==> config.mk <==
export PLATFORM = sky130hd
export DESIGN_NAME = btg_top
export DESIGN_NICKNAME = d
export VERILOG_FILES = /design/src/btg_pkg.sv /design/src/btg_tone_if.sv /design/src/btg_wave.sv /design/src/btg_top.sv
export SDC_FILE = /design/constraint.sdc
export NUM_CORES = 1
export LEC_CHECK = 0
export BUFFER_PORTS_ARGS = -buffer_cell sky130_fd_sc_hd__buf_2
export CAP_MARGIN = 20
export CELL_PAD_IN_SITES_DETAIL_PLACEMENT = 1
export CELL_PAD_IN_SITES_GLOBAL_PLACEMENT = 1
export CORE_UTILIZATION = 40
export CTS_CLUSTER_DIAMETER = 40
export CTS_CLUSTER_SIZE = 28
export DETAILED_ROUTE_END_ITERATION = 7
export HOLD_SLACK_MARGIN = 0.02
export PLACE_DENSITY_LB_ADDON = 0.1
export SETUP_SLACK_MARGIN = 0.5
export SYNTH_ARGS = -nofsm -noshare
export SYNTH_HDL_FRONTEND = slang
export SYNTH_SLANG_ARGS = --single-unit
==> constraint.sdc <==
create_clock -name pclk -period 6.5 [get_ports pclk]
set_clock_uncertainty 0.05 [all_clocks]
set_input_delay 1.625 -clock pclk [delete_from_list [all_inputs] [get_ports pclk]]
set_output_delay 1.625 -clock pclk [all_outputs]
set_load 0.02 [all_outputs]
==> src/btg_pkg.sv <==
// Package: register map, field layout, reset values and timing for the buzzer tone generator
package btg_pkg;

    // Register indices as printed; the APB byte address is four times the index
    localparam logic [17:0] BTG_CTL_IDX = 18'h05180;
    localparam logic [17:0] BTG_FREQ_IDX = 18'h05181;
    localparam logic [17:0] BTG_DUTY_IDX = 18'h05182;
    localparam int BTG_ADDR_W = 20;
    localparam logic [19:0] BTG_CTL_ADDR = {BTG_CTL_IDX, 2'b00};
    localparam logic [19:0] BTG_FREQ_ADDR = {BTG_FREQ_IDX, 2'b00};
    localparam logic [19:0] BTG_DUTY_ADDR = {BTG_DUTY_IDX, 2'b00};

    // tone_control field positions
    localparam int BTG_EN_BIT = 0;
    localparam int BTG_MODE_LSB = 2;
    localparam int BTG_TIME_LSB = 4;

    // Reset values
    localparam logic [1:0] BTG_TIME_RST = 2'h0;
    localparam logic [1:0] BTG_MODE_RST = 2'h0;
    localparam logic [2:0] BTG_FREQ_RST = 3'h0;
    localparam logic [2:0] BTG_DUTY_RST = 3'h0;

    // Mode codes; code 3 is reserved and behaves as normal
    localparam logic [1:0] BTG_MODE_NORMAL = 2'h0;
    localparam logic [1:0] BTG_MODE_ONESHOT = 2'h1;
    localparam logic [1:0] BTG_MODE_ENVELOPE = 2'h2;

    // Envelope walks levels 1..7; codes 0..6, stop when the last one expires
    localparam logic [2:0] BTG_LEVEL_MAX = 3'h0;
    localparam logic [2:0] BTG_LEVEL_MIN = 3'h7;

    // Interval durations in microseconds
    localparam longint BTG_T0_US = 15630;
    localparam longint BTG_T1_US = 31250;
    localparam longint BTG_T2_US = 62500;
    localparam longint BTG_T3_US = 125000;
    localparam longint BTG_US_PER_S = 1000000;

    // Nominal sound clock rate: one tone tick per rising edge
    localparam int BTG_SND_HZ = 65536;

    // Tone period in ticks per frequency pair, and high time at level 1
    localparam logic [4:0] BTG_PER_P0 = 5'h10;
    localparam logic [4:0] BTG_PER_P1 = 5'h14;
    localparam logic [4:0] BTG_PER_P2 = 5'h18;
    localparam logic [4:0] BTG_PER_P3 = 5'h1C;
    localparam logic [4:0] BTG_HIGH_SHORT = 5'h08;
    localparam logic [4:0] BTG_HIGH_LONG = 5'h0C;

endpackage

==> src/btg_tone_if.sv <==
// Interface: control path between the register/sequencer core and the waveform generator
interface btg_tone_if;
    logic tick;
    logic run;
    logic [2:0] freq;
    logic [2:0] duty;
    logic tone;

    modport ctl (output tick, output run, output freq, output duty, input tone);
    modport gen (input tick, input run, input freq, input duty, output tone);
endinterface

==> src/btg_wave.sv <==
// Module: square tone waveform generator clocked by sound-clock ticks
module btg_wave
    import btg_pkg::*;
(
    // Clock and reset
    input wire logic pclk,
    input wire logic presetn,
    // Control from the core
    btg_tone_if.gen tif
);

    typedef struct packed {
        logic half;
        logic [4:0] cnt;
        logic tone;
    } btg_wave_t;

    btg_wave_t s_q;
    btg_wave_t s_d;
    logic [4:0] period;
    logic [4:0] high;

    always_comb begin
        case (tif.freq[1:0])
            2'h0: period = BTG_PER_P0;
            2'h1: period = BTG_PER_P1;
            2'h2: period = BTG_PER_P2;
            default: period = BTG_PER_P3;
        endcase
        high = (tif.freq[1] ? BTG_HIGH_LONG : BTG_HIGH_SHORT) - {2'h0, tif.duty};
    end

    always_comb begin
        s_d = s_q;
        if (!tif.run) begin
            s_d = '0;
        end else if (tif.tick) begin
            // Upper four codes use every second tick, halving the pitch
            s_d.half = tif.freq[2] ? ~s_q.half : 1'b0;
            if (!tif.freq[2] || s_q.half) begin
                s_d.cnt = (s_q.cnt >= period - 5'h01) ? 5'h00 : s_q.cnt + 5'h01;
            end
            // Pin moves only on sound ticks, so a register write never glitches it
            s_d.tone = s_d.cnt < high;
        end
    end

    // State register
    always_ff @(posedge pclk or negedge presetn) begin
        if (!presetn) begin
            s_q <= '0;
        end else begin
            s_q <= s_d;
        end
    end

    assign tif.tone = s_q.tone;

endmodule

==> src/btg_top.sv <==
// Module: buzzer tone generator core with APB registers and mode sequencer
//
// Decided for this implementation: the APB register port.
module btg_top
    import btg_pkg::*;
#(
    parameter int sound_clock_config_hz = btg_pkg::BTG_SND_HZ
)
(
    // Clock and reset
    input wire logic pclk,
    input wire logic presetn,
    // APB slave
    input wire logic psel,
    input wire logic penable,
    input wire logic pwrite,
    input wire logic [btg_pkg::BTG_ADDR_W-1:0] paddr,
    input wire logic [31:0] pwdata,
    output logic [31:0] prdata,
    output logic pready,
    output logic pslverr,
    // Sound clock from the external oscillator divider
    input wire logic sound_clock,
    // Buzzer pin
    output logic tone_out
);

    // Interval lengths in sound-clock ticks, rounded down, never below one
    localparam longint CNT0_L = BTG_T0_US * longint'(sound_clock_config_hz) / BTG_US_PER_S;
    localparam longint CNT1_L = BTG_T1_US * longint'(sound_clock_config_hz) / BTG_US_PER_S;
    localparam longint CNT2_L = BTG_T2_US * longint'(sound_clock_config_hz) / BTG_US_PER_S;
    localparam longint CNT3_L = BTG_T3_US * longint'(sound_clock_config_hz) / BTG_US_PER_S;
    localparam logic [15:0] CNT0 = (CNT0_L < 1) ? 16'h0001 : 16'(CNT0_L);
    localparam logic [15:0] CNT1 = (CNT1_L < 1) ? 16'h0001 : 16'(CNT1_L);
    localparam logic [15:0] CNT2 = (CNT2_L < 1) ? 16'h0001 : 16'(CNT2_L);
    localparam logic [15:0] CNT3 = (CNT3_L < 1) ? 16'h0001 : 16'(CNT3_L);

    typedef enum logic [1:0] {
        BTG_IDLE,
        BTG_RUN
    } btg_state_t;

    typedef struct packed {
        // Sound clock synchroniser and edge history
        logic sc_meta;
        logic sc_sync;
        logic sc_prev;
        // APB answer
        logic pready;
        logic pslverr;
        logic [31:0] prdata;
        // Configuration fields
        logic [1:0] time_sel;
        logic [1:0] mode_sel;
        logic [2:0] freq_sel;
        logic [2:0] duty_sel;
        // Control bit write waiting for the next sound tick
        logic pend;
        logic pend_val;
        // Sequencer
        btg_state_t state;
        logic [15:0] timer;
        logic [2:0] level;
    } btg_top_t;

    btg_top_t s_q;
    btg_top_t s_d;

    btg_tone_if tif ();

    logic tick;
    logic hit_ctl;
    logic hit_freq;
    logic hit_duty;
    logic hit_any;
    logic setup;
    logic access;
    logic [15:0] limit;
    logic en_bit;
    logic timed_mode;

    // Sound clock edge detect reads the second stage and its delayed copy, never the first
    assign tick = s_q.sc_sync & ~s_q.sc_prev;

    // Address decode over full word addresses
    assign hit_ctl = (paddr == BTG_CTL_ADDR);
    assign hit_freq = (paddr == BTG_FREQ_ADDR);
    assign hit_duty = (paddr == BTG_DUTY_ADDR);
    assign hit_any = hit_ctl | hit_freq | hit_duty;

    // One wait state: answer raised in the second access cycle, taken on the next edge
    assign setup = psel & penable & ~s_q.pready;
    assign access = psel & penable & s_q.pready;

    // Interval length from the time code
    always_comb begin
        case (s_q.time_sel)
            2'h0: limit = CNT0;
            2'h1: limit = CNT1;
            2'h2: limit = CNT2;
            default: limit = CNT3;
        endcase
    end

    // Only one-shot and envelope are timed; reserved acts as normal
    assign timed_mode = (s_q.mode_sel == BTG_MODE_ONESHOT) ||
                        (s_q.mode_sel == BTG_MODE_ENVELOPE);

    // Control bit reads the running status, not the last write
    assign en_bit = (s_q.state == BTG_RUN);

    // Next-state logic
    always_comb begin
        s_d = s_q;
        s_d.sc_meta = sound_clock;
        s_d.sc_sync = s_q.sc_meta;
        s_d.sc_prev = s_q.sc_sync;

        // APB answer and read data
        s_d.pready = setup;
        s_d.pslverr = setup & ~hit_any;
        if (setup && !pwrite) begin
            s_d.prdata = 32'h00000000;
            if (hit_ctl) begin
                s_d.prdata[BTG_TIME_LSB +: 2] = s_q.time_sel;
                s_d.prdata[BTG_MODE_LSB +: 2] = s_q.mode_sel;
                s_d.prdata[BTG_EN_BIT] = en_bit;
            end else if (hit_freq) begin
                s_d.prdata[2:0] = s_q.freq_sel;
            end else if (hit_duty) begin
                s_d.prdata[2:0] = s_q.duty_sel;
            end
        end

        // Control bit writes wait for the next sound tick
        if (tick && s_q.pend) begin
            s_d.pend = 1'b0;
        end

        // Register writes take effect on the completing edge
        if (access && pwrite) begin
            if (hit_ctl) begin
                s_d.time_sel = pwdata[BTG_TIME_LSB +: 2];
                s_d.mode_sel = pwdata[BTG_MODE_LSB +: 2];
                s_d.pend = 1'b1;
                s_d.pend_val = pwdata[BTG_EN_BIT];
            end
            if (hit_freq) begin
                s_d.freq_sel = pwdata[2:0];
            end
            if (hit_duty) begin
                s_d.duty_sel = pwdata[2:0];
            end
        end

        // Sequencer advances only on sound ticks
        if (tick) begin
            if (s_q.pend && s_q.pend_val) begin
                // Start or restart from the top
                s_d.state = BTG_RUN;
                s_d.timer = 16'h0000;
                s_d.level = BTG_LEVEL_MAX;
            end else if (s_q.pend) begin
                s_d.state = BTG_IDLE;
                s_d.timer = 16'h0000;
                s_d.level = BTG_LEVEL_MAX;
            end else begin
                case (s_q.state)
                    BTG_IDLE: begin
                        s_d.timer = 16'h0000;
                    end
                    BTG_RUN: begin
                        if (timed_mode) begin
                            if (s_q.timer >= limit - 16'h0001) begin
                                s_d.timer = 16'h0000;
                                if (s_q.mode_sel == BTG_MODE_ONESHOT) begin
                                    s_d.state = BTG_IDLE;
                                end else if (s_q.level == BTG_LEVEL_MIN - 3'h1) begin
                                    // Expiry of level 7 ends the envelope
                                    s_d.state = BTG_IDLE;
                                    s_d.level = BTG_LEVEL_MAX;
                                end else begin
                                    s_d.level = s_q.level + 3'h1;
                                end
                            end else begin
                                s_d.timer = s_q.timer + 16'h0001;
                            end
                        end
                    end
                    default: begin
                        s_d.state = BTG_IDLE;
                    end
                endcase
            end
        end
    end

    // State register
    always_ff @(posedge pclk or negedge presetn) begin
        if (!presetn) begin
            s_q.sc_meta <= 1'b0;
            s_q.sc_sync <= 1'b0;
            s_q.sc_prev <= 1'b0;
            s_q.pready <= 1'b0;
            s_q.pslverr <= 1'b0;
            s_q.prdata <= 32'h00000000;
            s_q.time_sel <= BTG_TIME_RST;
            s_q.mode_sel <= BTG_MODE_RST;
            s_q.freq_sel <= BTG_FREQ_RST;
            s_q.duty_sel <= BTG_DUTY_RST;
            s_q.pend <= 1'b0;
            s_q.pend_val <= 1'b0;
            s_q.state <= BTG_IDLE;
            s_q.timer <= 16'h0000;
            s_q.level <= BTG_LEVEL_MAX;
        end else begin
            s_q <= s_d;
        end
    end

    // Waveform generator control
    assign tif.tick = tick;
    assign tif.run = (s_q.state == BTG_RUN);
    assign tif.freq = s_q.freq_sel;
    // Envelope level replaces the programmed duty
    assign tif.duty = (s_q.mode_sel == BTG_MODE_ENVELOPE) ? s_q.level : s_q.duty_sel;

    // Waveform generator; its output is a flip-flop
    btg_wave u_wave (
        .pclk(pclk),
        .presetn(presetn),
        .tif(tif)
    );

    // Outputs straight from flip-flops
    assign prdata = s_q.prdata;
    assign pready = s_q.pready;
    assign pslverr = s_q.pslverr;
    assign tone_out = tif.tone;

endmodule

## Yosys cells after proc, flatten, opt, wreduce, memory -nomap -nowiden

Index checks and enable logic that the tools add are counted.

| cells by class | value |
|---|---|
| reductions and logical operators | 21 |
| $add $sub $neg | 6 |
| magnitude comparators | 3 |
| equality and inequality tests | 17 |
| mux-type cells | 33 |
| bitwise operators | 11 |

Operator list:

| cell | count |
|---|---|
| $mux 21 | 3 |
| $eq 20x17->1 const B | 3 |
| $pmux 14 s3 | 1 |
| $pmux 16 s2 | 1 |
| $mux 3 | 9 |
| $mux 5 | 4 |
| $add 16x1->16 const B | 1 |
| $ge 16x16->1 | 1 |
| $mux 16 | 1 |
| $sub 16x1->16 const B | 1 |
| $mux 7 | 2 |
| $pmux 4 s3 | 1 |
| $mux 2 | 5 |
| $reduce_and 5->1 | 2 |
| $reduce_bool 3->1 | 3 |
| $eq 2x1->1 const B | 4 |
| $ne 4x4->1 const B | 2 |
| $eq 2x2->1 const B | 3 |
| $logic_not 2->1 | 3 |
| $reduce_and 2->1 | 3 |
| $add 5x1->5 const B | 1 |
| $and 1x1->1 | 5 |
| $ge 5x5->1 | 1 |
| $lt 5x5->1 | 1 |
| other kinds (17) | 30 |

| storage, ports and cells | value |
|---|---|
| output and inout port bits | 35 |
| register bits after elaboration | 51 |
| bits of input ports | 58 |
| word-level logic and storage cells | 109 |

## Depth between registers and ports, before layout

| depth | value |
|---|---|
| word-level depth | 11 |
| depth in mapped cells | 13 |
| mapped depth without buffers | 13 |

## By module

Synthesis repeated with hierarchy kept, for this count alone.

| unflattened totals | value |
|---|---|
| cell total of the unflattened synthesis | 339 |
| area total of the unflattened synthesis | 3233.1 µm² |

Modules (own cells, without submodules):

| module | instances | area each (µm²) | sequential area each (µm²) | cells an instance |
|---|---|---|---|---|
| btg_top | 1 | 2484.9 | 1076.0 | 252 |
| btg_wave | 1 | 748.2 | 175.2 | 87 |

## Worst setup path after synthesis

No wires, ideal clock.

| timing | value |
|---|---|
| kind | in2reg |
| from | input port paddr[18] in the netlist's numbering |
| to | register s_q[21] in the netlist's numbering |
| library setup time | 125 ps |
| required time | 6325 ps |
| buffers on the path | 1 |
| setup slack | 2881 ps |
| stages on the path | 5 |
| data arrival time | 3443 ps |
| cells stage by stage | or4_4 or3_4 or4b_4 buf_6 mux2_4 |

| between the ends | value |
|---|---|
| word-level cells in the longest chain between the ends | 2 |

Ends and longest elaborated chain:

| item | line | text |
|---|---|---|
| start: declaration | btg_top.sv:17 | `input wire logic [btg_pkg::BTG_ADDR_W-1:0] paddr,` |
| $eq 20x17->1 | btg_top.sv:86 | `assign hit_ctl = (paddr == BTG_CTL_ADDR);` |
| $reduce_and 2->1 (no line) | - |  |
| end: declaration | btg_top.sv:66 | `btg_top_t s_q;` |

No other way between the ends.
A chain may end at the register's enable or synchronous reset.

## Worst setup path in the final report

| timing | value |
|---|---|
| from | input port paddr[18] in the netlist's numbering |
| to | register s_q[29] in the netlist's numbering |

Same word-level chain as after synthesis.

==> results.md <==
- Clock sinks: 50
- Hold_sp: s_d[68]
- Worst R2R Start: tif.freq[1]
- FFs w/ async S/R, synth: 1.000
- DP HPWL: 5333 µm
- H-Tree Depth: 2
- Area delta synth->final: 7.804%
- FF-to-FF End: u_wave.tif.tone
- Placed insts: 463
- Io pins: 93
- CTS buffer count: 5
- DRT iter0 DRCs: 67
- Chip Width: 91.31 µm
- Number of global-route vias before repair: 2549
- Pre-antenna DRT Iters: 4
- Final hold viol count: 0
- Seq/Total Area, Yosys: 0.3922
- Initial antenna violation count: 0
- Die area: 0.008338 mm²
- Critical path type: in2reg
- Mapped Area: 0.003191 mm²
- Vias: 2522
- Grt total ovfl: 0
- Warnings from Yosys: 0
- DRC viols: 0
- Wirelength per Cell: 15.37 µm
- Reg clk slew, reported paths: 0.09 ns
- Status: finished clean
- Clock Latency Late Sink: 0.32 ns
- Fin nets: 445
- Lkg Pwr: 1.630 nW
- Largest net degree at the start of global routing: 51
- Min Hold Slack: 0.3073 ns
- Peak Freq: 293.7 MHz
- Detail Route Antenna Nets: 0
- Worst Hold End: s_d[67]
- Vias per cell: 5.355
- Routed wire length: 7238 µm
- Root Driver: clkbuf_8
- Mapped Cells: 338
- Ant. Diodes: 0
- Setup Viol. Count Final: 0
- CTS Hold Bufs: 0
- Post-CTS Setup Repair Bufs: 0
- Arr. time, crit path: 3.56 ns
- Maxcap violations: 0
- Global-route wire length before repair: 12350 µm
- Crit Path Max Fanout: 6
- CTS tree: built
- Slew HR: 0.4688
- Total power: 0.0007298 W
- Worst-Margin Slew: 0.7921 ns
- R2r setup slk: 3.43 ns
- Hold path cells: 0
- Post-layout min period: 3.404 ns
- Startpoint Class: input pin
- Initial Utilization: 0.4129
- Top_reg_cell synth: dfrtp_1
- Share of layout cells above drive strength 1: 0.1789
- Core area: 0.007727 mm²
- # port buffers: 40
- Clock Path Buffers: 2
- Crit path launch: paddr[18]
- Reg2reg path depth: 13
- Pwr Density: 212.2 mW/mm²
- Setup crit end kind: flop
- Worst min path class: reg2reg
- Tcrit/Tclk final: 0.5238
- Max VDD drop: 0.07792 mV
- Die H: 91.31 µm
- Post-Syn Area per Cell: 9.440 µm²
- EDFF count, synth: 0
- Post-synth cell types: 54
- Crit path required time: 6.65 ns
- Unrepaired setup endpoints after global routing: false
- Final Wtd Congestion: 0.7512
- Final std cells w/o fill: 471
- Resized cells post-CTS: 0
- FP Rows: 32
- Setup_tns: 0 ns
- Fin. max-slew vios: 0
- Flop and latch count out of synthesis: 50
- GRT Total Usage: 0.1867
-- Yosys cell counts (all sizes together), types with 2 or more instances --
| library cell | number | share of area |
|---|---|---|
| dfrtp | 50 | 0.39 |
| buf | 35 | 0.082 |
| nand2 | 34 | 0.040 |
| nand3 | 20 | 0.031 |
| ha | 19 | 0.075 |
| nor2 | 17 | 0.020 |
| o21ai | 16 | 0.025 |
| a21oi | 12 | 0.019 |
| mux2 | 11 | 0.045 |
| a22o | 10 | 0.027 |
| inv | 9 | 0.011 |
| nor3 | 9 | 0.014 |
| clkbuf | 8 | 0.0094 |
| nor2b | 8 | 0.016 |
| a21boi | 6 | 0.014 |
| o31ai | 6 | 0.014 |
| and3 | 5 | 0.0098 |
| mux2i | 5 | 0.016 |
| or3 | 5 | 0.012 |
| a31oi | 4 | 0.0078 |
| o311ai | 4 | 0.011 |
| or4 | 4 | 0.011 |
| a211oi | 3 | 0.0071 |
| nand4 | 3 | 0.0059 |
| nor3b | 3 | 0.0071 |
| a211o | 2 | 0.0055 |
| a21o | 2 | 0.0047 |
| and2 | 2 | 0.0039 |
| conb | 2 | 0.0024 |
| nand2b | 2 | 0.0039 |
| nor4 | 2 | 0.0039 |
| nor4b | 2 | 0.0055 |
| o211ai | 2 | 0.0047 |
| o41ai | 2 | 0.0055 |
| or2 | 2 | 0.0039 |
-- stage by stage --
stage	cell area (µm²)	util	setup slack (ns)
6_report	3440	0.4451	3.096
5_1_grt	3440	0.4451	3.076
4_1_cts	3440	0.4451	3.103
3_5_place_dp	3327	0.4305	2.756
3_3_place_gp	3327	0.4305	2.776
2_1_floorplan	3284	-	2.881
-- placed cells by master, fill, tap and decap left out, types with 3 or more instances in the layout --
cell type  count
a211oi_1       3
a21boi_0       6
a21oi_1       12
a22o_1        10
a31oi_1        4
and3_1         5
buf_2         40
clkbuf_8       5
conb_1        27
dfrtp_1       50
ha_1          19
inv_1          9
mux2_2         6
mux2_4         5
mux2i_1        5
nand2_1       34
nand3_1       20
nand4_1        3
nor2_1        17
nor2b_1        8
nor3_1         9
nor3b_1        3
o21ai_0       16
o311ai_0       4
o31ai_1        6
or3_1          3
or4_1          3
-- metal layers --
metal  vias up  GRT usage  share of wire
li1       1235          -              -
met2        25     0.3188           0.49
met5         -          0              0
met1      1256     0.2442           0.47
met3         6    0.03015          0.020
met4         0    0.05159          0.012
-- flip-flops by register name, indices dropped and copies added, names as in the netlist --
register         flops
prdata               6
pready               1
pslverr              1
s_d                  2
s_q                 30
tif.freq             3
u_wave.s_q           6
u_wave.tif.tone      1
-- kinds of logic after synthesis --
group,Yosys count,synth area share
DFF,50,0.3922
muxes,16,0.06039
AOI/OAI and AO/OA,77,0.1678
and+or+nand+nor,121,0.1976
xor gates and xnor gates,1,0.002746
adders and majority gates,19,0.07451
buffers and inverters,52,0.1024
other,2,0.002354
-- power breakdown --
| part | switching [W] | total (W) | internal (W) |
|---|---|---|---|
| Clock | 0.000114 | 0.000229 | 0.000116 |
| Sequential | 0.0000240 | 0.000353 | 0.000329 |
| Combinational | 0.0000900 | 0.000147 | 0.0000573 |
| Total | 0.000228 | 0.000730 | 0.000502 |
-- cell type report --
cell class              instances  area, µm²
well taps                     102      127.6
flip-flops and latches         50       1251
repair buffers                 41      207.7
clock inverters                 3      43.79
inverters                       9      33.78
clock buffers                   5      68.82
fillers                       924       4288
multi-input cells             261       1707
-- worst max-delay path by stage --
stage / end / slack, ns / cells past startpoint
2_1_floorplan: s_q[21] / 2.88 / 5
3_3_place_gp: s_q[30] / 2.78 / 5
3_5_place_dp: s_q[31] / 2.76 / 5
4_1_cts: s_q[31] / 3.10 / 5
5_1_grt: s_q[29] / 3.08 / 5
6_report: s_q[29] / 3.10 / 5
-- critical path, stage by stage --
cell	delay (ns)
buf_2	0.09
or4_4	0.52
or3_4	0.41
or4b_4	0.58
mux2_4	0.33
Power figures use the tool's default switching activity.
